## config.mk

```make
export PLATFORM = sky130hd
export DESIGN_NAME = t2rc_top
export DESIGN_NICKNAME = d
export VERILOG_FILES = /design/src/hw/t2rc_pkg.sv /design/src/hw/t2rc_edge_if.sv /design/src/hw/t2rc_edge.sv /design/src/hw/t2rc_top.sv
export SDC_FILE = /design/constraint.sdc
export NUM_CORES = 1
export LEC_CHECK = 0
export BUFFER_PORTS_ARGS = -buffer_cell sky130_fd_sc_hd__buf_4
export CORE_MARGIN = 3
export CORE_UTILIZATION = 30
export CTS_CLUSTER_SIZE = 10
export DETAILED_ROUTE_END_ITERATION = 16
export GPL_TIMING_DRIVEN = 0
export PLACE_DENSITY = 0.48
export REMOVE_ABC_BUFFERS = 1
export SYNTH_ARGS = -nofsm -noshare
export SYNTH_HDL_FRONTEND = slang
export SYNTH_SLANG_ARGS = --single-unit
```

## constraint.sdc

```tcl
create_clock -name clock_i -period 4.5 [get_ports clock_i]
set_input_delay 0 -clock clock_i [delete_from_list [all_inputs] [get_ports clock_i]]
set_output_delay 0 -clock clock_i [all_outputs]
set_load 0.01 [all_outputs]
```

## src/hw/t2rc_pkg.sv

```systemverilog
// constants for the third timer: register map, field positions, reset values
package t2rc_pkg;

  // ------------------------------------------------------------
  // register addresses
  // ------------------------------------------------------------
  localparam logic [7:0] ADDR_CONTROL       = 8'hc8;
  localparam logic [7:0] ADDR_RELOAD_LOW    = 8'hca;
  localparam logic [7:0] ADDR_RELOAD_HIGH   = 8'hcb;
  localparam logic [7:0] ADDR_COUNT_LOW     = 8'hcc;
  localparam logic [7:0] ADDR_COUNT_HIGH    = 8'hcd;
  localparam logic [7:0] ADDR_TIMER0_HIGH   = 8'h8c;

  // ------------------------------------------------------------
  // control register fields
  // ------------------------------------------------------------
  localparam int BIT_OVERFLOW_FLAG   = 7;
  localparam int BIT_EVENT_FLAG      = 6;
  localparam int BIT_RX_CLOCK_SOURCE = 5;
  localparam int BIT_TX_CLOCK_SOURCE = 4;
  localparam int BIT_TRIGGER_ENABLE  = 3;
  localparam int BIT_RUN             = 2;
  localparam int BIT_COUNTER_SELECT  = 1;
  localparam int BIT_CAPTURE_SELECT  = 0;

  // ------------------------------------------------------------
  // reset values and limits
  // ------------------------------------------------------------
  localparam logic [7:0]  RESET_BYTE  = 8'h00;
  localparam logic [15:0] RESET_WORD  = 16'h0000;
  localparam logic [15:0] COUNT_MAX   = 16'hffff;
  localparam logic [15:0] COUNT_STEP  = 16'h0001;
  localparam logic [7:0]  BYTE_MAX    = 8'hff;
  localparam logic [7:0]  BYTE_STEP   = 8'h01;

  typedef enum logic [1:0] {
    MODE_OFF,
    MODE_RELOAD,
    MODE_CAPTURE,
    MODE_BAUD
  } t2rc_mode_e;

endpackage

```

## src/hw/t2rc_edge_if.sv

```systemverilog
// carrier between a pin and its falling-edge detector
`timescale 1ns/100ps
`default_nettype none
interface t2rc_edge_if;
  logic raw;
  logic fall;
  modport det  (input raw, output fall);
  modport user (output raw, input fall);
endinterface
`default_nettype wire

```

## src/hw/t2rc_edge.sv

```systemverilog
// two-flop synchroniser with one-pulse falling-edge detect
`timescale 1ns/100ps
`default_nettype none
module t2rc_edge (
  input  wire logic   clock_i,  // core clock
  input  wire logic   srst_i,   // synchronous reset, high
  t2rc_edge_if.det    pin       // raw pin in, edge pulse out
);

  logic meta;
  logic sync;
  logic prev;
  logic fall;
  logic next_meta;
  logic next_sync;
  logic next_prev;
  logic next_fall;

  // ------------------------------------------------------------
  // next values
  // ------------------------------------------------------------
  always_comb begin
    next_meta = pin.raw;
    next_sync = meta;
    next_prev = sync;
    next_fall = prev & ~sync;
  end

  // ------------------------------------------------------------
  // registers
  // ------------------------------------------------------------
  always_ff @(posedge clock_i) begin
    if (srst_i) begin
      meta <= 1'b1;
      sync <= 1'b1;
      prev <= 1'b1;
      fall <= 1'b0;
    end else begin
      meta <= next_meta;
      sync <= next_sync;
      prev <= next_prev;
      fall <= next_fall;
    end
  end

  assign pin.fall = fall;

endmodule
`default_nettype wire

```

## src/hw/t2rc_top.sv

```systemverilog
// third timer/counter with reload, capture, baud and split-timer support
`timescale 1ns/100ps
`default_nettype none
module t2rc_top (
  input  wire logic       clock_i,               // core clock, 40 MHz
  input  wire logic       srst_i,                // synchronous reset, high
  input  wire logic [7:0] sfr_addr_i,            // register address
  input  wire logic       sfr_wr_i,              // register write strobe
  input  wire logic [7:0] sfr_wdata_i,           // register write data
  output logic      [7:0] sfr_rdata_o,           // register read data
  input  wire logic       count_pin_i,           // external count pin
  input  wire logic       trigger_pin_i,         // external trigger pin
  input  wire logic       timer0_split_i,        // timer 0 in two-byte mode
  input  wire logic       timer1_run_i,          // timer 1 run bit
  input  wire logic       timer1_hold_i,         // timer 1 in its hold mode
  output logic            overflow_flag_o,       // overflow flag level
  output logic            event_flag_o,          // external event flag level
  output logic            baud_tick_o,           // baud rollover pulse
  output logic            timer1_overflow_set_o, // sets timer 1 flag, pulse
  output logic            timer1_count_en_o      // timer 1 may count
);

  logic [7:0]            control;
  logic [15:0]           count;
  logic [15:0]           reload;
  logic [7:0]            timer0_high;
  logic                  baud_tick;
  logic                  timer1_overflow_set;
  logic                  timer1_count_en;
  logic [7:0]            rdata;
  logic [7:0]            next_control;
  logic [15:0]           next_count;
  logic [15:0]           next_reload;
  logic [7:0]            next_timer0_high;
  logic                  next_baud_tick;
  logic                  next_timer1_overflow_set;
  logic                  next_timer1_count_en;
  logic [7:0]            next_rdata;
  t2rc_pkg::t2rc_mode_e  mode;
  logic                  tick;
  logic                  step;
  logic                  wrap;
  logic                  ext_event;
  logic                  set_overflow;
  logic                  set_event;

  // ------------------------------------------------------------
  // pin edge detectors
  // ------------------------------------------------------------
  t2rc_edge_if count_edge ();
  t2rc_edge_if trigger_edge ();

  assign count_edge.raw   = count_pin_i;
  assign trigger_edge.raw = trigger_pin_i;

  t2rc_edge u_count_edge (
    .clock_i (clock_i),
    .srst_i  (srst_i),
    .pin     (count_edge)
  );

  t2rc_edge u_trigger_edge (
    .clock_i (clock_i),
    .srst_i  (srst_i),
    .pin     (trigger_edge)
  );

  // ------------------------------------------------------------
  // mode decode
  // ------------------------------------------------------------
  always_comb begin
    if (!control[t2rc_pkg::BIT_RUN]) begin
      mode = t2rc_pkg::MODE_OFF;
    end else if (control[t2rc_pkg::BIT_RX_CLOCK_SOURCE] ||
                 control[t2rc_pkg::BIT_TX_CLOCK_SOURCE]) begin
      mode = t2rc_pkg::MODE_BAUD;
    end else if (control[t2rc_pkg::BIT_CAPTURE_SELECT]) begin
      mode = t2rc_pkg::MODE_CAPTURE;
    end else begin
      mode = t2rc_pkg::MODE_RELOAD;
    end
  end

  // ------------------------------------------------------------
  // next values
  // ------------------------------------------------------------
  always_comb begin
    next_control             = control;
    next_count               = count;
    next_reload              = reload;
    next_timer0_high         = timer0_high;
    next_baud_tick           = 1'b0;
    next_timer1_overflow_set = 1'b0;
    set_overflow             = 1'b0;
    set_event                = 1'b0;

    // count source: pin edges or every core clock
    tick = control[t2rc_pkg::BIT_COUNTER_SELECT] ?
           count_edge.fall : 1'b1;
    step = (mode != t2rc_pkg::MODE_OFF) && tick;
    wrap = step && (count == t2rc_pkg::COUNT_MAX);
    ext_event = (mode != t2rc_pkg::MODE_OFF) &&
                control[t2rc_pkg::BIT_TRIGGER_ENABLE] &&
                trigger_edge.fall;

    unique case (mode)
      t2rc_pkg::MODE_OFF: begin
      end
      t2rc_pkg::MODE_RELOAD: begin
        if (wrap || ext_event) begin
          next_count = reload;
        end else if (step) begin
          next_count = count + t2rc_pkg::COUNT_STEP;
        end
        set_overflow = wrap;
        set_event    = ext_event;
      end
      t2rc_pkg::MODE_CAPTURE: begin
        if (step) begin
          next_count = count + t2rc_pkg::COUNT_STEP;
        end
        if (ext_event) begin
          next_reload = count;
        end
        set_overflow = wrap;
        set_event    = ext_event;
      end
      t2rc_pkg::MODE_BAUD: begin
        if (wrap) begin
          next_count = reload;
        end else if (step) begin
          next_count = count + t2rc_pkg::COUNT_STEP;
        end
        next_baud_tick = wrap;
        set_event      = ext_event;
      end
    endcase

    // split timer 0 high byte runs under timer 1's run bit
    if (timer0_split_i && timer1_run_i) begin
      next_timer0_high = timer0_high + t2rc_pkg::BYTE_STEP;
      next_timer1_overflow_set =
        (timer0_high == t2rc_pkg::BYTE_MAX);
    end
    next_timer1_count_en = timer1_run_i && !timer1_hold_i;

    // software writes override the hardware update of data bytes
    if (sfr_wr_i) begin
      unique case (sfr_addr_i)
        t2rc_pkg::ADDR_CONTROL:     next_control       = sfr_wdata_i;
        t2rc_pkg::ADDR_RELOAD_LOW:  next_reload[7:0]   = sfr_wdata_i;
        t2rc_pkg::ADDR_RELOAD_HIGH: next_reload[15:8]  = sfr_wdata_i;
        t2rc_pkg::ADDR_COUNT_LOW:   next_count[7:0]    = sfr_wdata_i;
        t2rc_pkg::ADDR_COUNT_HIGH:  next_count[15:8]   = sfr_wdata_i;
        t2rc_pkg::ADDR_TIMER0_HIGH: next_timer0_high   = sfr_wdata_i;
        default: begin
        end
      endcase
    end

    // a flag set by hardware wins over a software clear
    if (set_overflow) begin
      next_control[t2rc_pkg::BIT_OVERFLOW_FLAG] = 1'b1;
    end
    if (set_event) begin
      next_control[t2rc_pkg::BIT_EVENT_FLAG] = 1'b1;
    end

    // read mux, registered one cycle behind the address
    unique case (sfr_addr_i)
      t2rc_pkg::ADDR_CONTROL:     next_rdata = control;
      t2rc_pkg::ADDR_RELOAD_LOW:  next_rdata = reload[7:0];
      t2rc_pkg::ADDR_RELOAD_HIGH: next_rdata = reload[15:8];
      t2rc_pkg::ADDR_COUNT_LOW:   next_rdata = count[7:0];
      t2rc_pkg::ADDR_COUNT_HIGH:  next_rdata = count[15:8];
      t2rc_pkg::ADDR_TIMER0_HIGH: next_rdata = timer0_high;
      default:                    next_rdata = t2rc_pkg::RESET_BYTE;
    endcase
  end

  // ------------------------------------------------------------
  // registers
  // ------------------------------------------------------------
  always_ff @(posedge clock_i) begin
    if (srst_i) begin
      control             <= t2rc_pkg::RESET_BYTE;
      count               <= t2rc_pkg::RESET_WORD;
      reload              <= t2rc_pkg::RESET_WORD;
      timer0_high         <= t2rc_pkg::RESET_BYTE;
      baud_tick           <= 1'b0;
      timer1_overflow_set <= 1'b0;
      timer1_count_en     <= 1'b0;
      rdata               <= t2rc_pkg::RESET_BYTE;
    end else begin
      control             <= next_control;
      count               <= next_count;
      reload              <= next_reload;
      timer0_high         <= next_timer0_high;
      baud_tick           <= next_baud_tick;
      timer1_overflow_set <= next_timer1_overflow_set;
      timer1_count_en     <= next_timer1_count_en;
      rdata               <= next_rdata;
    end
  end

  // ------------------------------------------------------------
  // outputs
  // ------------------------------------------------------------
  assign sfr_rdata_o           = rdata;
  assign overflow_flag_o       = control[t2rc_pkg::BIT_OVERFLOW_FLAG];
  assign event_flag_o          = control[t2rc_pkg::BIT_EVENT_FLAG];
  assign baud_tick_o           = baud_tick;
  assign timer1_overflow_set_o = timer1_overflow_set;
  assign timer1_count_en_o     = timer1_count_en;

endmodule
`default_nettype wire

```

=== Yosys cells after proc, flatten, opt, wreduce, memory -nomap -nowiden ===
Cells that the tools add are included.

* Add/subtract/negate cells: 2
* Equality and inequality tests: 11
* Muxes and demuxes: 26
* Bitwise gates (word level): 6
* Reductions and logical operators: 21

{| class="wikitable"
|+ Operators by type and width
! cell !! number
|-
| $mux 16 || 7
|-
| $mux 8 || 9
|-
| $eq 8x8->1 const B || 7
|-
| $pmux 16 s3 || 1
|-
| $pmux 8 s6 || 1
|-
| $add 16x1->16 const B || 1
|-
| $eq 16x16->1 const B || 1
|-
| $reduce_bool 2->1 || 5
|-
| $add 8x1->8 const B || 1
|-
| $logic_and 1x1->1 || 6
|-
| $mux 2 || 3
|-
| $reduce_and 2->1 || 3
|-
| $reduce_or 2->1 || 3
|-
| $mux 1 || 5
|-
| $eq 2x2->1 const B || 2
|-
| $not 1->1 || 4
|-
| $reduce_or 3->1 || 1
|-
| $and 1x1->1 || 2
|-
| $eq 2x1->1 const B || 1
|-
| $logic_or 1x1->1 || 2
|-
| $logic_not 1->1 || 1
|}

* Flip-flop bits (word level): 67
* Bits of input ports: 24
* Output and inout port bits: 13
* Logic and storage cells: 84

=== Depth between registers and ports, before layout ===
* Depth in word-level cells: 11
* Gate-level depth with buffers: 12
* Gate-level depth less buffers: 11

=== Modules after synthesis ===
From an unflattened synthesis, not the netlist that was laid out.

* Cell total of the unflattened synthesis: 464
* Area total of the unflattened synthesis: 3806.2 um^2

{| class="wikitable"
|+ Modules (own cells, without submodules)
! module !! times used !! cells each !! area each (um^2)
|-
| t2rc_top || 1 || 448 || 3593.4
|-
| t2rc_edge || 2 || 8 || 106.4
|}

=== Worst setup path after synthesis ===
OpenSTA, ideal clock, no wires.

* Kind: reg-to-reg
* Start: register control[5]
* End: register count[10]
* Arrival: 2.298 ns
* Required time: 4.368 ns
* Setup slack: 2.070 ns
* Cell stages (with the launch flop): 12
* Path buffers: 1
* Cell sequence: dfxtp_1 nor2_1 nand2_1 and2_1 inv_1 ha_1 clkbuf_2 nor4b_2 or3b_2 xnor2_1 a221oi_1 nor3_1

* Longest elaborated chain between the ends: 11
* Elaborated cells between the ends (all ways): 18
* Those cells by class: eq/ne: 3; mux: 8; reduce/logical: 7

{| class="wikitable"
|+ RTL lines
! element !! RTL line !! source
|-
| from (decl) || t2rc_top.sv:23 || <nowiki>logic [7:0] control;</nowiki>
|-
| from (signal assigned) || t2rc_top.sv:186 || <nowiki>control <= t2rc_pkg::RESET_BYTE;</nowiki>
|-
| from (signal assigned) || t2rc_top.sv:195 || <nowiki>control <= next_control;</nowiki>
|-
| $logic_or 1x1->1 * || t2rc_top.sv:74 || <nowiki>end else if (control[t2rc_pkg::BIT_RX_CLOCK_SOURCE] ||</nowiki>
|-
| $mux 2 * || t2rc_top.sv:74 ||
|-
| $mux 2 * || t2rc_top.sv:72 || <nowiki>if (!control[t2rc_pkg::BIT_RUN]) begin</nowiki>
|-
| $reduce_bool 2->1 || t2rc_top.sv:100, t2rc_top.sv:102 ||
|-
| $logic_and 1x1->1 (on tied branches) || t2rc_top.sv:100, t2rc_top.sv:102 ||
|-
| $logic_and 1x1->1 (on tied branches) || t2rc_top.sv:101, t2rc_top.sv:103 ||
|-
| $logic_or 1x1->1 || t2rc_top.sv:110 || <nowiki>if (wrap || ext_event) begin</nowiki>
|-
| $mux 16 || t2rc_top.sv:110 ||
|-
| $pmux 16 s3 * || t2rc_top.sv:106 || <nowiki>unique case (mode)</nowiki>
|-
| $mux 8 || t2rc_top.sv:149 || <nowiki>unique case (sfr_addr_i)</nowiki>
|-
| $mux 16 * || t2rc_top.sv:148 || <nowiki>if (sfr_wr_i) begin</nowiki>
|-
| to (signal assigned) || t2rc_top.sv:187 || <nowiki>count <= t2rc_pkg::RESET_WORD;</nowiki>
|-
| to (signal assigned) || t2rc_top.sv:196 || <nowiki>count <= next_count;</nowiki>
|-
| to (decl) || t2rc_top.sv:24 || <nowiki>logic [15:0] count;</nowiki>
|}

Mark *: on every way between the ends. The rest lies on a longest branch, timed or not.
A chain may end at the register's enable or synchronous reset.

=== Final worst setup path ===
* Start: register control[5]
* End: register count[5]

Same word-level chain as after synthesis.

==> out/metrics.csv <==
metric,value,unit
WL final,11200,µm
Initial Util,31.5,%
Syn Inst Count,438,
Initial DRC Count,231,
Resized Gates After CTS,0,
Avg Inst Size Synth,8.43,µm²
Crit Path Max Fanout,20,
Antenna diodes,0,
most frequent cells in the layout,"dfxtp_1, nor2_1, buf_4, nand2_1, nand3_1",
crit path DAT,3430,ps
P&R area growth vs syn,21.2,%
critical path launch point,control[5],
Core ar.,11700,µm²
CP Launch Type,flop,
clk_skew,7.31,ps
RSZ-0062 raised after global routing,false,
Worst-path clk slew,60,ps
combinational share of power,4.0,%
gpl congestion,0.783,
Critical path destination,count[5],
max-cap violations,0,
io pins,37,
CTS tree,built,
Via density,5.56,
Hold WC Path Type,input port to flop,
Worst EP required,4690,ps
placed cell areas,4010,µm²
first-pass iteration count of the detailed router,6,
Die W,117,µm
DRC errors left,0,
worst r2r src,control[5],
fin cells,613,
Final Cell Area,4480,µm²
largest net degree at the start of global routing,66,
Switching Power,311,µW
reg-to-reg endpoint,count[5],
PD cells,338,nW/µm²
"most common cell after layout, fill and taps aside",dfxtp_1,
Worst Reg-to-Reg Cells,8,
clk buf depth,2,
Pleak,1.65,nW
htree depth,3,
antenna violations before repair,0,
via count,3411,
TritonCTS buffer count,9,
Reg area,1340,µm²
share of layout cells above drive strength 1,16.8,%
GR Overflow Total,0,
number of global-route vias before repair,3251,
Power Total,1.51,mW
Final period util,72.0,%
Main synth FF type,dfxtp_1,
worst vdd ir,0.192,mV
"flops & latches, synth",67,
Post-DRT Antenna Nets,0,
Cell Int Power,1.20,mW
"Slew Viols, Final",0,
WS Path Type,flop to flop,
Slew headroom,37.4,%
final hold viol count,0,
f_max,309,MHz
status,finished clean,
Die Ht,117,µm
Final Setup Violations,0,
Critical Path Sink Type,flop,
Tmin final,3240,ps
DR WL/cell,18.3,µm
GRT Total Usage,17.2,%
Min Hold Slack,13.7,ps
Syn Std Cell Area,3690,µm²
sequential power share,39.9,%
FF-to-FF setup slack,1260,ps
setup TNS,0,ps
Clock Sink Count,67,
DIE AREA,13700,µm²
DP Cell Count,586,
root buffer cell,clkbuf_16,
Clk pwr share,56.1,%
Async SR Flop Fraction,0,%
Layout Nets,496,
Rows,39,
DP HPWL,7620,µm
worst slew pin tran,939,ps
multi-input logic area,2180,µm²
Post-synth EDFFs,0,
YS warnings,0,
Yosys cell types,51,
layout filler cell count,1235,
I/O Buffers,36,
Clock Latency Late Sink,330,ps
sequential share of the synthesized area,36.3,%
switch share,20.6,%
first-pass GRT wire length,18100,µm
## how the worst min path moves through the flow
stage	startpoint	end	depth (start not counted)
finish	sfr_wdata_i[6]	reload[6]	3
global route	sfr_wdata_i[6]	reload[6]	3
CTS	sfr_wdata_i[6]	reload[6]	3
detailed placement	timer1_hold_i	timer1_count_en_o	2
global placement	timer1_hold_i	timer1_count_en_o	2
floorplan	srst_i	count[3]	1
## critical path: stages (launching register included)
cell and delay (ps):
dfxtp_1 350, o31ai_1 480, inv_1 120, ha_1 510, a211oi_1 620, a31oi_1 270
buf_4 280, a221oi_1 340, a211oi_1 120
## per-stage QoR
stage | util (%) | setup slack, ps
after detailed placement | 34.2 | 1300
final | 38.2 | 1260
after CTS | 38.2 | 1270
after global routing | 38.2 | 1010
after global placement | 34.2 | 917
after floorplan | - | 1920
## synth_stat cells, types with 14 or more instances
library cell,count,share of area (%)
nor3_1,14,1.9
nand3_1,26,3.5
dfxtp_1,67,36
nor2_1,55,5.6
nand3b_1,16,3.3
clkbuf_1,21,2.1
xnor2_1,14,3.3
nand2_1,32,3.3
a311oi_1,16,3.8
a22oi_1,16,3.3
a221oi_1,21,5.0
## cell type report
cell class | count | share of cell area (%)
clock buffers | 11 | 5.64
clock inverters | 5 | 2.40
inverters | 9 | 0.754
multi-input cells | 330 | 48.6
flip-flops and latches | 67 | 30.0
well taps | 143 | 4.00
repair buffers | 48 | 8.66
## what timing repair did
action / in CTS / in global routing
setup endpoints to repair: 0 / 0
setup buffers: 0 / 0
hold buffers: 11 / 0
endpoints found under the hold margin: 16 / 0
## registers in the layout (all words and copies together), names as in the netlist
register	count
timer1_count_en_o	1
u_count_edge.meta	1
u_trigger_edge.pin.fall	1
u_trigger_edge.meta	1
control	8
baud_tick_o	1
u_trigger_edge.prev	1
u_count_edge.prev	1
reload	16
u_count_edge.next_prev	1
timer0_high	8
count	16
u_count_edge.pin.fall	1
u_trigger_edge.next_prev	1
sfr_rdata_o	8
timer1_overflow_set_o	1
## layer usage
layer | routed length (µm) | vias to the layer above | part of all wire [%] | GRT usage, %
li1 | - | 1680 | - | -
met1 | 5160 | 1614 | 46 | 24.1
met2 | 5180 | 107 | 46 | 26.6
met3 | 653 | 10 | 5.8 | 3.03
met4 | 193 | 0 | 1.7 | 6.19
met5 | 0 | - | 0 | 0
## logic make-up after synthesis
family | Yosys count | share of synthesized area [%]
buffers and inverters | 41 | 4.78
AOI/OAI and AO/OA | 101 | 20.8
xor gates and xnor gates | 18 | 4.27
adders and majority gates | 7 | 2.37
muxes | 12 | 3.35
DFF | 67 | 36.3
and+or+nand+nor | 192 | 28.1
## power by group through the flow
stage | Combinational [mW] | Sequential [mW] | Clock [mW]
floorplan | 0.0151 | 0.614 | 0
global placement | 0.0529 | 0.615 | 0
detailed placement | 0.0536 | 0.615 | 0
CTS | 0.0611 | 0.602 | 0.864
finish | 0.0606 | 0.602 | 0.848
global route | 0.0660 | 0.603 | 0.885
(Power assumes the default switching activity.)
